## src/gateway_pkg.sv

```systemverilog
// Purpose: shared constants and types for the drive gateway status block
// Assumes: 10 MHz clock, classic wishbone register access
// Notes:   offsets are byte addresses of aligned 32-bit words
package gateway_pkg;

  localparam int unsigned CLK_HZ        = 10_000_000;
  localparam int unsigned BLINK_HALF_MS = 250;
  localparam int unsigned BLINK_HALF_CYC =
    CLK_HZ / 1000 * BLINK_HALF_MS;
  localparam int unsigned BLINK_W       = 22;

  localparam int unsigned IMG_BYTES     = 16;
  localparam int unsigned IMG_WORDS     = 8;

  // register byte offsets
  localparam logic [7:0] OFS_CTRL    = 8'h00;
  localparam logic [7:0] OFS_STATUS  = 8'h04;
  localparam logic [7:0] OFS_IRQ_ST  = 8'h08;
  localparam logic [7:0] OFS_IRQ_MSK = 8'h0c;
  localparam logic [7:0] OFS_IMG0    = 8'h10;

  // control register fields
  localparam int unsigned CTRL_PROFILE_LSB = 0;
  localparam int unsigned CTRL_ADDR_LSB    = 8;
  localparam logic [31:0] CTRL_RESET       = 32'h0000_0000;

  // irq bit positions
  localparam int unsigned IRQ_PERIPH  = 0;
  localparam int unsigned IRQ_OFFLINE = 1;
  localparam int unsigned IRQ_LINK    = 2;
  localparam int unsigned IRQ_NEWDATA = 3;
  localparam int unsigned IRQ_W       = 4;

  typedef enum logic [1:0] {
    PROF_16B = 2'b00,
    PROF_8B  = 2'b01,
    PROF_4B  = 2'b10,
    PROF_2B  = 2'b11
  } profile_t;

  typedef struct packed {
    logic net_voltage;
    logic online;
    logic link_up;
    logic inv_error;
    logic inv_comm_fail;
    logic inv_activity;
  } status_in_t;

  typedef struct packed {
    logic network_voltage_lamp;
    logic fault_lamp;
    logic link_lamp;
    logic activity_lamp;
  } lamps_t;

  typedef struct packed {
    logic [15:0] in_word_status;
    logic [15:0] in_word_speed;
    logic [15:0] in_word_error;
    logic [15:0] in_word_torque;
    logic [15:0] in_word_digital_inputs;
    logic [15:0] in_word_op_mode;
    logic [15:0] in_word_position_high;
    logic [15:0] in_word_position_low;
  } inv_words_t;

endpackage

```

## src/image_store.sv

```systemverilog
// Purpose: registered store of the 16-byte input image
// Assumes: one write port of a whole image, word read port
// Notes:   read data come out of a register
`timescale 1ns/1ps
module image_store
  import gateway_pkg::*;
(
  input  wire logic                  clk_i,
  input  wire logic                  rst_i,
  input  wire logic                  wr_i,
  input  wire logic [IMG_BYTES*8-1:0] wdata_i,
  input  wire logic [1:0]            raddr_i,
  output logic      [31:0]           rdata_o
);

  logic [IMG_BYTES*8-1:0] mem_q, mem_d;
  logic [31:0]            rdata_q, rdata_d;

  always_comb begin
    mem_d   = wr_i ? wdata_i : mem_q;
    rdata_d = mem_q[IMG_BYTES*8-1-32*raddr_i -: 32];
  end

  always_ff @(posedge clk_i) begin
    if (rst_i) begin
      mem_q   <= '0;
      rdata_q <= '0;
    end else begin
      mem_q   <= mem_d;
      rdata_q <= rdata_d;
    end
  end

  assign rdata_o = rdata_q;

endmodule

```

## src/drive_gateway_status.sv

```systemverilog
// Purpose: lamp control, peripheral fault collection, input image packing
// Assumes: status inputs synchronous to clk_i; classic wishbone slave
// Notes:   image word 0 holds bytes 0..3, byte 0 in bits 31:24
`timescale 1ns/1ps

// Summary of operation
// - network lamp steady with voltage, flashing on fault or address 0.
// - network lamp dark whenever no network voltage is present.
// - fault lamp steady when the address is 0 or the node is offline.
// - fault lamp flashes on peripheral fault when online, else dark.
// - link lamp lit while the motor-side port has a network link.
// - activity lamp flashes while data flows with the inverter.
// - an inverter error counts as a peripheral fault.
// - lost inverter communication counts as a peripheral fault.
// - status word goes to bytes 0 and 1, high byte first.
// - torque word goes to bytes 6 and 7, high byte first.
// - digital input word goes to bytes 8 and 9, high byte first.
// - the usable image width follows the selected profile.
// - the default profile carries a sixteen byte image.
module drive_gateway_status
  import gateway_pkg::*;
(
  input  wire logic        clk_i,
  input  wire logic        rst_i,
  input  wire logic        cyc_i,
  input  wire logic        stb_i,
  input  wire logic        we_i,
  input  wire logic [7:0]  adr_i,
  input  wire logic [3:0]  sel_i,
  input  wire logic [31:0] dat_i,
  output logic      [31:0] dat_o,
  output logic             ack_o,
  input  wire status_in_t  status_i,
  input  wire inv_words_t  words_i,
  input  wire logic        words_valid_i,
  output lamps_t           lamps_o,
  output logic      [IMG_BYTES*8-1:0] image_o,
  output logic             irq_o
);

  function automatic logic [31:0] merge(input logic [31:0] old_v,
                                        input logic [31:0] new_v,
                                        input logic [3:0]  sel);
    logic [31:0] r;
    r = old_v;
    for (int i = 0; i < 4; i++) begin
      if (sel[i]) begin
        r[8*i +: 8] = new_v[8*i +: 8];
      end
    end
    return r;
  endfunction

  function automatic logic [IMG_BYTES*8-1:0] mask_img(
    input logic [IMG_BYTES*8-1:0] img, input profile_t p);
    logic [IMG_BYTES*8-1:0] m;
    case (p)
      PROF_16B: m = '1;
      PROF_8B:  m = {{64{1'b1}}, 64'h0};
      PROF_4B:  m = {{32{1'b1}}, 96'h0};
      PROF_2B:  m = {{16{1'b1}}, 112'h0};
      default:  m = '1;
    endcase
    return img & m;
  endfunction

  // blink timebase
  logic [BLINK_W-1:0] blink_cnt_q, blink_cnt_d;
  logic               blink_q, blink_d;

  always_comb begin
    blink_cnt_d = blink_cnt_q + BLINK_W'(1);
    blink_d     = blink_q;
    if (blink_cnt_q == BLINK_W'(BLINK_HALF_CYC - 1)) begin
      blink_cnt_d = '0;
      blink_d     = ~blink_q;
    end
  end

  always_ff @(posedge clk_i) begin
    if (rst_i) begin
      blink_cnt_q <= '0;
      blink_q     <= 1'b0;
    end else begin
      blink_cnt_q <= blink_cnt_d;
      blink_q     <= blink_d;
    end
  end

  // registers
  logic [31:0]       ctrl_q, ctrl_d;
  logic [IRQ_W-1:0]  irq_st_q, irq_st_d;
  logic [IRQ_W-1:0]  irq_msk_q, irq_msk_d;
  logic              ack_q, ack_d;
  logic [31:0]       rd_q, rd_d;
  logic              img_sel_q, img_sel_d;
  logic [31:0]       img_rd;
  logic              periph_fault;
  logic              addr_zero;
  logic              link_q, online_q;
  profile_t          profile;
  logic              req;
  logic [IRQ_W-1:0]  ev;

  assign profile      = profile_t'(ctrl_q[CTRL_PROFILE_LSB +: 2]);
  assign addr_zero    = ctrl_q[CTRL_ADDR_LSB +: 8] == 8'h00;
  assign periph_fault = status_i.inv_error
                      | status_i.inv_comm_fail;
  assign req          = cyc_i & stb_i & ~ack_q;

  always_comb begin
    ev = '0;
    ev[IRQ_PERIPH]  = periph_fault;
    ev[IRQ_OFFLINE] = online_q & ~status_i.online;
    ev[IRQ_LINK]    = link_q ^ status_i.link_up;
    ev[IRQ_NEWDATA] = words_valid_i;
  end

  always_comb begin
    ctrl_d    = ctrl_q;
    irq_msk_d = irq_msk_q;
    irq_st_d  = irq_st_q;
    ack_d     = req;
    rd_d      = rd_q;
    img_sel_d = 1'b0;
    if (req && we_i) begin
      case (adr_i)
        OFS_CTRL:    ctrl_d = merge(ctrl_q, dat_i, sel_i);
        OFS_IRQ_MSK: irq_msk_d = sel_i[0] ? dat_i[IRQ_W-1:0] : irq_msk_q;
        OFS_IRQ_ST:  irq_st_d = sel_i[0] ?
                       irq_st_q & ~dat_i[IRQ_W-1:0] : irq_st_q;
        default:     ;
      endcase
    end
    // set wins over clear
    irq_st_d = irq_st_d | ev;
    if (req && !we_i) begin
      case (adr_i)
        OFS_CTRL:    rd_d = ctrl_q;
        OFS_STATUS:  rd_d = {26'h0, status_i.net_voltage,
                             status_i.online, status_i.link_up,
                             status_i.inv_error, status_i.inv_comm_fail,
                             status_i.inv_activity};
        OFS_IRQ_ST:  rd_d = {28'h0, irq_st_q};
        OFS_IRQ_MSK: rd_d = {28'h0, irq_msk_q};
        default: begin
          rd_d      = 32'h0000_0000;
          img_sel_d = adr_i[7:4] == OFS_IMG0[7:4];
        end
      endcase
    end
  end

  always_ff @(posedge clk_i) begin
    if (rst_i) begin
      ctrl_q    <= CTRL_RESET;
      irq_st_q  <= '0;
      irq_msk_q <= '0;
      ack_q     <= 1'b0;
      rd_q      <= '0;
      img_sel_q <= 1'b0;
      link_q    <= 1'b0;
      online_q  <= 1'b0;
    end else begin
      ctrl_q    <= ctrl_d;
      irq_st_q  <= irq_st_d;
      irq_msk_q <= irq_msk_d;
      ack_q     <= ack_d;
      rd_q      <= rd_d;
      img_sel_q <= img_sel_d;
      link_q    <= status_i.link_up;
      online_q  <= status_i.online;
    end
  end

  assign ack_o = ack_q;
  assign dat_o = img_sel_q ? img_rd : rd_q;
  assign irq_o = |(irq_st_q & irq_msk_q);

  // lamps
  lamps_t lamps_q, lamps_d;

  always_comb begin
    lamps_d = '0;
    if (status_i.net_voltage) begin
      lamps_d.network_voltage_lamp =
        (periph_fault | addr_zero) ? blink_q : 1'b1;
    end else begin
      lamps_d.network_voltage_lamp = 1'b0;
    end
    if (addr_zero || !status_i.online) begin
      lamps_d.fault_lamp = 1'b1;
    end else begin
      lamps_d.fault_lamp = periph_fault & blink_q;
    end
    lamps_d.link_lamp     = status_i.link_up;
    lamps_d.activity_lamp = status_i.inv_activity & blink_q;
  end

  always_ff @(posedge clk_i) begin
    if (rst_i) begin
      lamps_q <= '0;
    end else begin
      lamps_q <= lamps_d;
    end
  end

  assign lamps_o = lamps_q;

  // input image packing, high byte first
  logic [IMG_BYTES*8-1:0] img_packed;
  logic [IMG_BYTES*8-1:0] image_q, image_d;

  always_comb begin
    img_packed = {words_i.in_word_status,
                  words_i.in_word_speed,
                  words_i.in_word_error,
                  words_i.in_word_torque,
                  words_i.in_word_digital_inputs,
                  words_i.in_word_op_mode,
                  words_i.in_word_position_high,
                  words_i.in_word_position_low};
    image_d = words_valid_i ? mask_img(img_packed, profile)
                            : image_q;
  end

  always_ff @(posedge clk_i) begin
    if (rst_i) begin
      image_q <= '0;
    end else begin
      image_q <= image_d;
    end
  end

  assign image_o = image_q;

  image_store u_store (
    .clk_i   (clk_i),
    .rst_i   (rst_i),
    .wr_i    (words_valid_i),
    .wdata_i (image_d),
    .raddr_i (adr_i[3:2]),
    .rdata_o (img_rd)
  );

endmodule

```

## config.mk

```make
export PLATFORM = sky130hd
export DESIGN_NAME = drive_gateway_status
export DESIGN_NICKNAME = d
export VERILOG_FILES = /design/src/gateway_pkg.sv /design/src/image_store.sv /design/src/drive_gateway_status.sv
export SDC_FILE = /design/constraint.sdc
export NUM_CORES = 1
export LEC_CHECK = 0
export BUFFER_PORTS_ARGS = -buffer_cell sky130_fd_sc_hd__clkbuf_2
export CAP_MARGIN = 20
export CORE_ASPECT_RATIO = 1.4
export CORE_MARGIN = 2
export CORE_UTILIZATION = 57
export DETAILED_ROUTE_END_ITERATION = 6
export PLACE_DENSITY = 0.84
export SYNTH_ARGS = -nofsm -noshare
export SYNTH_HDL_FRONTEND = slang
export SYNTH_SLANG_ARGS = --single-unit
```

## constraint.sdc

```tcl
create_clock -name clk_i -period 2.9 [get_ports clk_i]
set_clock_uncertainty 0.1 [all_clocks]
set_input_delay 0.435 -clock clk_i [delete_from_list [all_inputs] [get_ports clk_i]]
set_output_delay 0.435 -clock clk_i [all_outputs]
set_load 0.01 [all_outputs]
```

==> Implementation_results.wiki <==
{| class="wikitable"
! Metric !! Value
|-
| Area fraction of the dominant cell type after synthesis || 0.548
|-
| Part of the power in combinational logic || 0.078
|-
| Antenna Nets Post-Route || 0
|-
| Static leakage power || 7.29 nW
|-
| Top-Level Pins || between 300 and 400
|-
| Quantity of hold-fixing buffers added after cts || 0
|-
| Post-route non-filler standard cell count || 2,174
|-
| Number of buffers inserted by post-CTS setup repair || 0
|-
| Number of detailed-routing iterations run before antenna repair || 5
|-
| Final weighted congestion in routability-driven placement || between 0.8 and 0.9
|-
| Startpoint type of the worst setup path || flop
|-
| Outcome || finished clean
|-
| Initial antenna violation count || 0
|-
| Net switching power figure || 2.66 mW
|-
| Post-route worst setup slack || 599 ps
|-
| Htree depth || 2
|-
| Clk sink count || 390
|-
| Power per unit of standard cell area || 665 nW/um^2
|-
| Post-Place Cell Area || roughly 16,000 um^2
|-
| Final setup violation count || 0
|-
| Chip width || 138 um
|-
| Post-Place Cells || 2,110
|-
| Fmax || 435 MHz
|-
| Final clock period utilization by the worst path || 0.793
|-
| Drt drc || 0
|-
| DIE HEIGHT || approximately 190 um
|-
| IO buf count || 349
|-
| Share of post-route cells with drive strength above 1 || 0.277
|-
| Placeable core region || 24,600 um^2
|-
| Number of max-capacitance violations reported || 0
|-
| Layout overhead on the synthesized area || 22.7%
|-
| Nets@finish || 2,019
|-
| Remaining global-route overflow || 0
|-
| Count of instances resized after the clock tree is built || 0
|-
| Via Count || 12,200
|-
| Syn avg cell area || 9.30 um^2
|-
| EDFF count, synth || 0
|-
| Sequential cell area || slightly below 8000 um^2
|-
| Largest net degree at the start of global routing || 174
|-
| Nets in the synthesized netlist || 1,715
|-
| Via-per-instance ratio || approximately 5.6
|-
| Number of CTS-inserted buffers || 37
|-
| # fillers || 1,784
|-
| Cell at the root of the clock tree || clkbuf_16
|-
| Clock-pin transition on the worst setup and hold timing paths || 70 ps
|-
| Part of the Yosys area used for sequential elements || 0.548
|-
| Placement Rows || 68
|-
| Initial drt markers || 842
|-
| Max-slew violations || 0
|-
| Global-route usage over all layers || 0.285
|-
| Most instantiated flip-flop cell in the synthesis netlist || dfxtp_1
|-
| Detail Placement HPWL || approximately 26 mm
|-
| Max VDD drop || 0.000612 V
|-
| Sequential cell fraction of total power || 0.492
|-
| Internal power || 8.95 mW
|-
| Critical path capture point type || primary output
|-
| Final critical delay including setup and external delays || 2300 ps
|-
| Max Root-Sink Buffers || 3
|-
| Clock latency reported for the late side of the worst-skew pair || 510 ps
|-
| Post-Synthesis Cells || approximately 1,500
|-
| Yosys warning count || 0
|-
| Distinct cells, synth || 46
|-
| Clock tree from TritonCTS || yes
|-
| Synthesized flop and latch total || 390
|-
| Worst max-slew margin expressed relative to the limit || 0.465
|-
| Wire length of the first global-routing pass || around 59 mm
|-
| Largest fanout on the critical path || 32
|-
| Routed WL || 38.2 mm
|-
| Drt wl/cell || 17.6 um
|-
| Clock power frac || 0.430
|-
| Post-layout instance area || roughly 17,000 um^2
|-
| Setup WS pre-CTS || 515 ps
|-
| Setup TNS after final layout || 0 ps
|-
| Number of antenna cells inserted || 0
|-
| Number of global-route vias before repair || 11,800
|-
| Unrepaired setup endpoints after global routing || false
|-
| Footprint of the multi-input gates || ~6000 um^2
|-
| Async SR Flop Fraction || 0
|-
| Tightest Hold Check Type || input pin to flop
|-
| Setup Crit Path Kind || flop to primary output
|-
| CP arrival || 1770 ps
|-
| Hold Violations, Final || 0
|-
| Initial core utilization || 0.579
|-
| Actual slew at the worst max-slew pin || 803 ps
|-
| Synth area leaders || dfxtp_1, nand2_1, a21oi_1
|-
| Share of total power consumed by net switching || 0.229
|-
| Cell area after synthesis || 14,200 um^2
|-
| Most frequently used cell type in the post-synthesis netlist || nand2_1
|-
| Most frequent cells after synthesis || nand2_1, dfxtp_1, a21oi_1
|-
| Worst path required time || 2370 ps
|-
| Largest area contributor in the netlist || dfxtp_1
|-
| Area of the die || 26,300 um^2
|-
| Hold slack final || 60.3 ps
|}
placed cells by master (no fill, tap or decap), types with 4 or more instances in the layout:
cell,synthesis,layout
clkbuf_1,82,5
clkbuf_16,0,37
or3_1,8,8
mux2i_1,38,38
nand4bb_1,5,4
clkbuf_2,0,347
dfxtp_1,390,390
a21oi_1,273,273
buf_4,1,20
a22oi_1,28,28
nor2_1,88,87
nor4_4,6,6
xor2_1,5,5
clkbuf_8,0,11
clkinv_2,0,4
nand4_1,4,4
buf_12,0,4
bufinv_16,0,4
nand2_1,401,401
mux4_2,36,36
o21ai_0,7,7
xnor2_1,9,9
nor4_1,6,6
nand3_1,15,15
nor2b_1,35,35
mux2_2,32,32
or4_1,5,5
worst max-delay path: stages (launching register included):
cell      delay, ps
dfxtp_1         310
buf_4           380
mux2_2          410
clkbuf_2        130
state kept, by name, summed over array words and instances (netlist names):
| name | count |
|---|---|
| u_store.rdata_o | 32 |
| irq_st_q | 4 |
| u_store.mem_q | 128 |
| irq_msk_q | 4 |
| blink_cnt_q | 22 |
| lamps_o | 4 |
| ctrl_q | 32 |
| ack_o | 1 |
| image_o | 128 |
| rd_q | 32 |
| online_q | 1 |
| img_sel_q | 1 |
| blink_q | 1 |
through the flow:
stage	total power, mW	util
final	11.6	0.710
after global routing	12.0	0.710
after CTS	11.7	0.710
after detailed placement	6.72	0.659
after global placement	6.70	0.659
after floorplan	6.32	-
metal layers:
metal  vias up  wire, um  GRT usage
li1       5802         -          -
met1      5746     15000      0.354
met2       496     18800      0.479
met3       124      2570     0.0438
met4         0      1890      0.143
met5         -         0          0
worst paths after layout:
| path | to | depth (start not counted) | slack, ps | start |
|---|---|---|---|---|
| hold / removal | ctrl_q[16] | 3 | 60 | dat_i[16] |
| setup / recovery | dat_o[12] | 3 | 600 | img_sel_q |
| setup reg to reg | blink_cnt_q[18] | 5 | 790 | blink_cnt_q[0] |
| hold reg to reg | rd_q[3] | 2 | 350 | rd_q[3] |
layout make-up:
type / count / area share
well taps: 315 / 0.0226
clock inverters: 11 / 0.00953
flip-flops and latches: 390 / 0.447
inverters: 4 / 0.00129
clock buffers: 53 / 0.0627
repair buffers: 372 / 0.113
multi-input cells: 1029 / 0.343
power groups by stage:
stage	combinational [mW]	sequential, mW	clock [mW]
after floorplan	0.481	5.84	0
after global placement	0.880	5.82	0
after detailed placement	0.900	5.82	0
after CTS	0.909	5.71	5.04
after global routing	0.993	5.73	5.25
final	0.906	5.71	4.99
cell families (layout without fill, tap and decap cells):
| kind of cell | after synthesis | in the layout | synth area share |
|---|---|---|---|
| and+or+nand+nor | 592 | 592 | 0.184 |
| muxes | 106 | 106 | 0.109 |
| DFF | 390 | 390 | 0.548 |
| buffers and inverters | 111 | 440 | 0.0314 |
| xor gates and xnor gates | 14 | 14 | 0.00861 |
| adders and majority gates | 1 | 1 | 0.000879 |
| AOI/OAI and AO/OA | 316 | 316 | 0.118 |
Power figures use the tool's default switching activity.
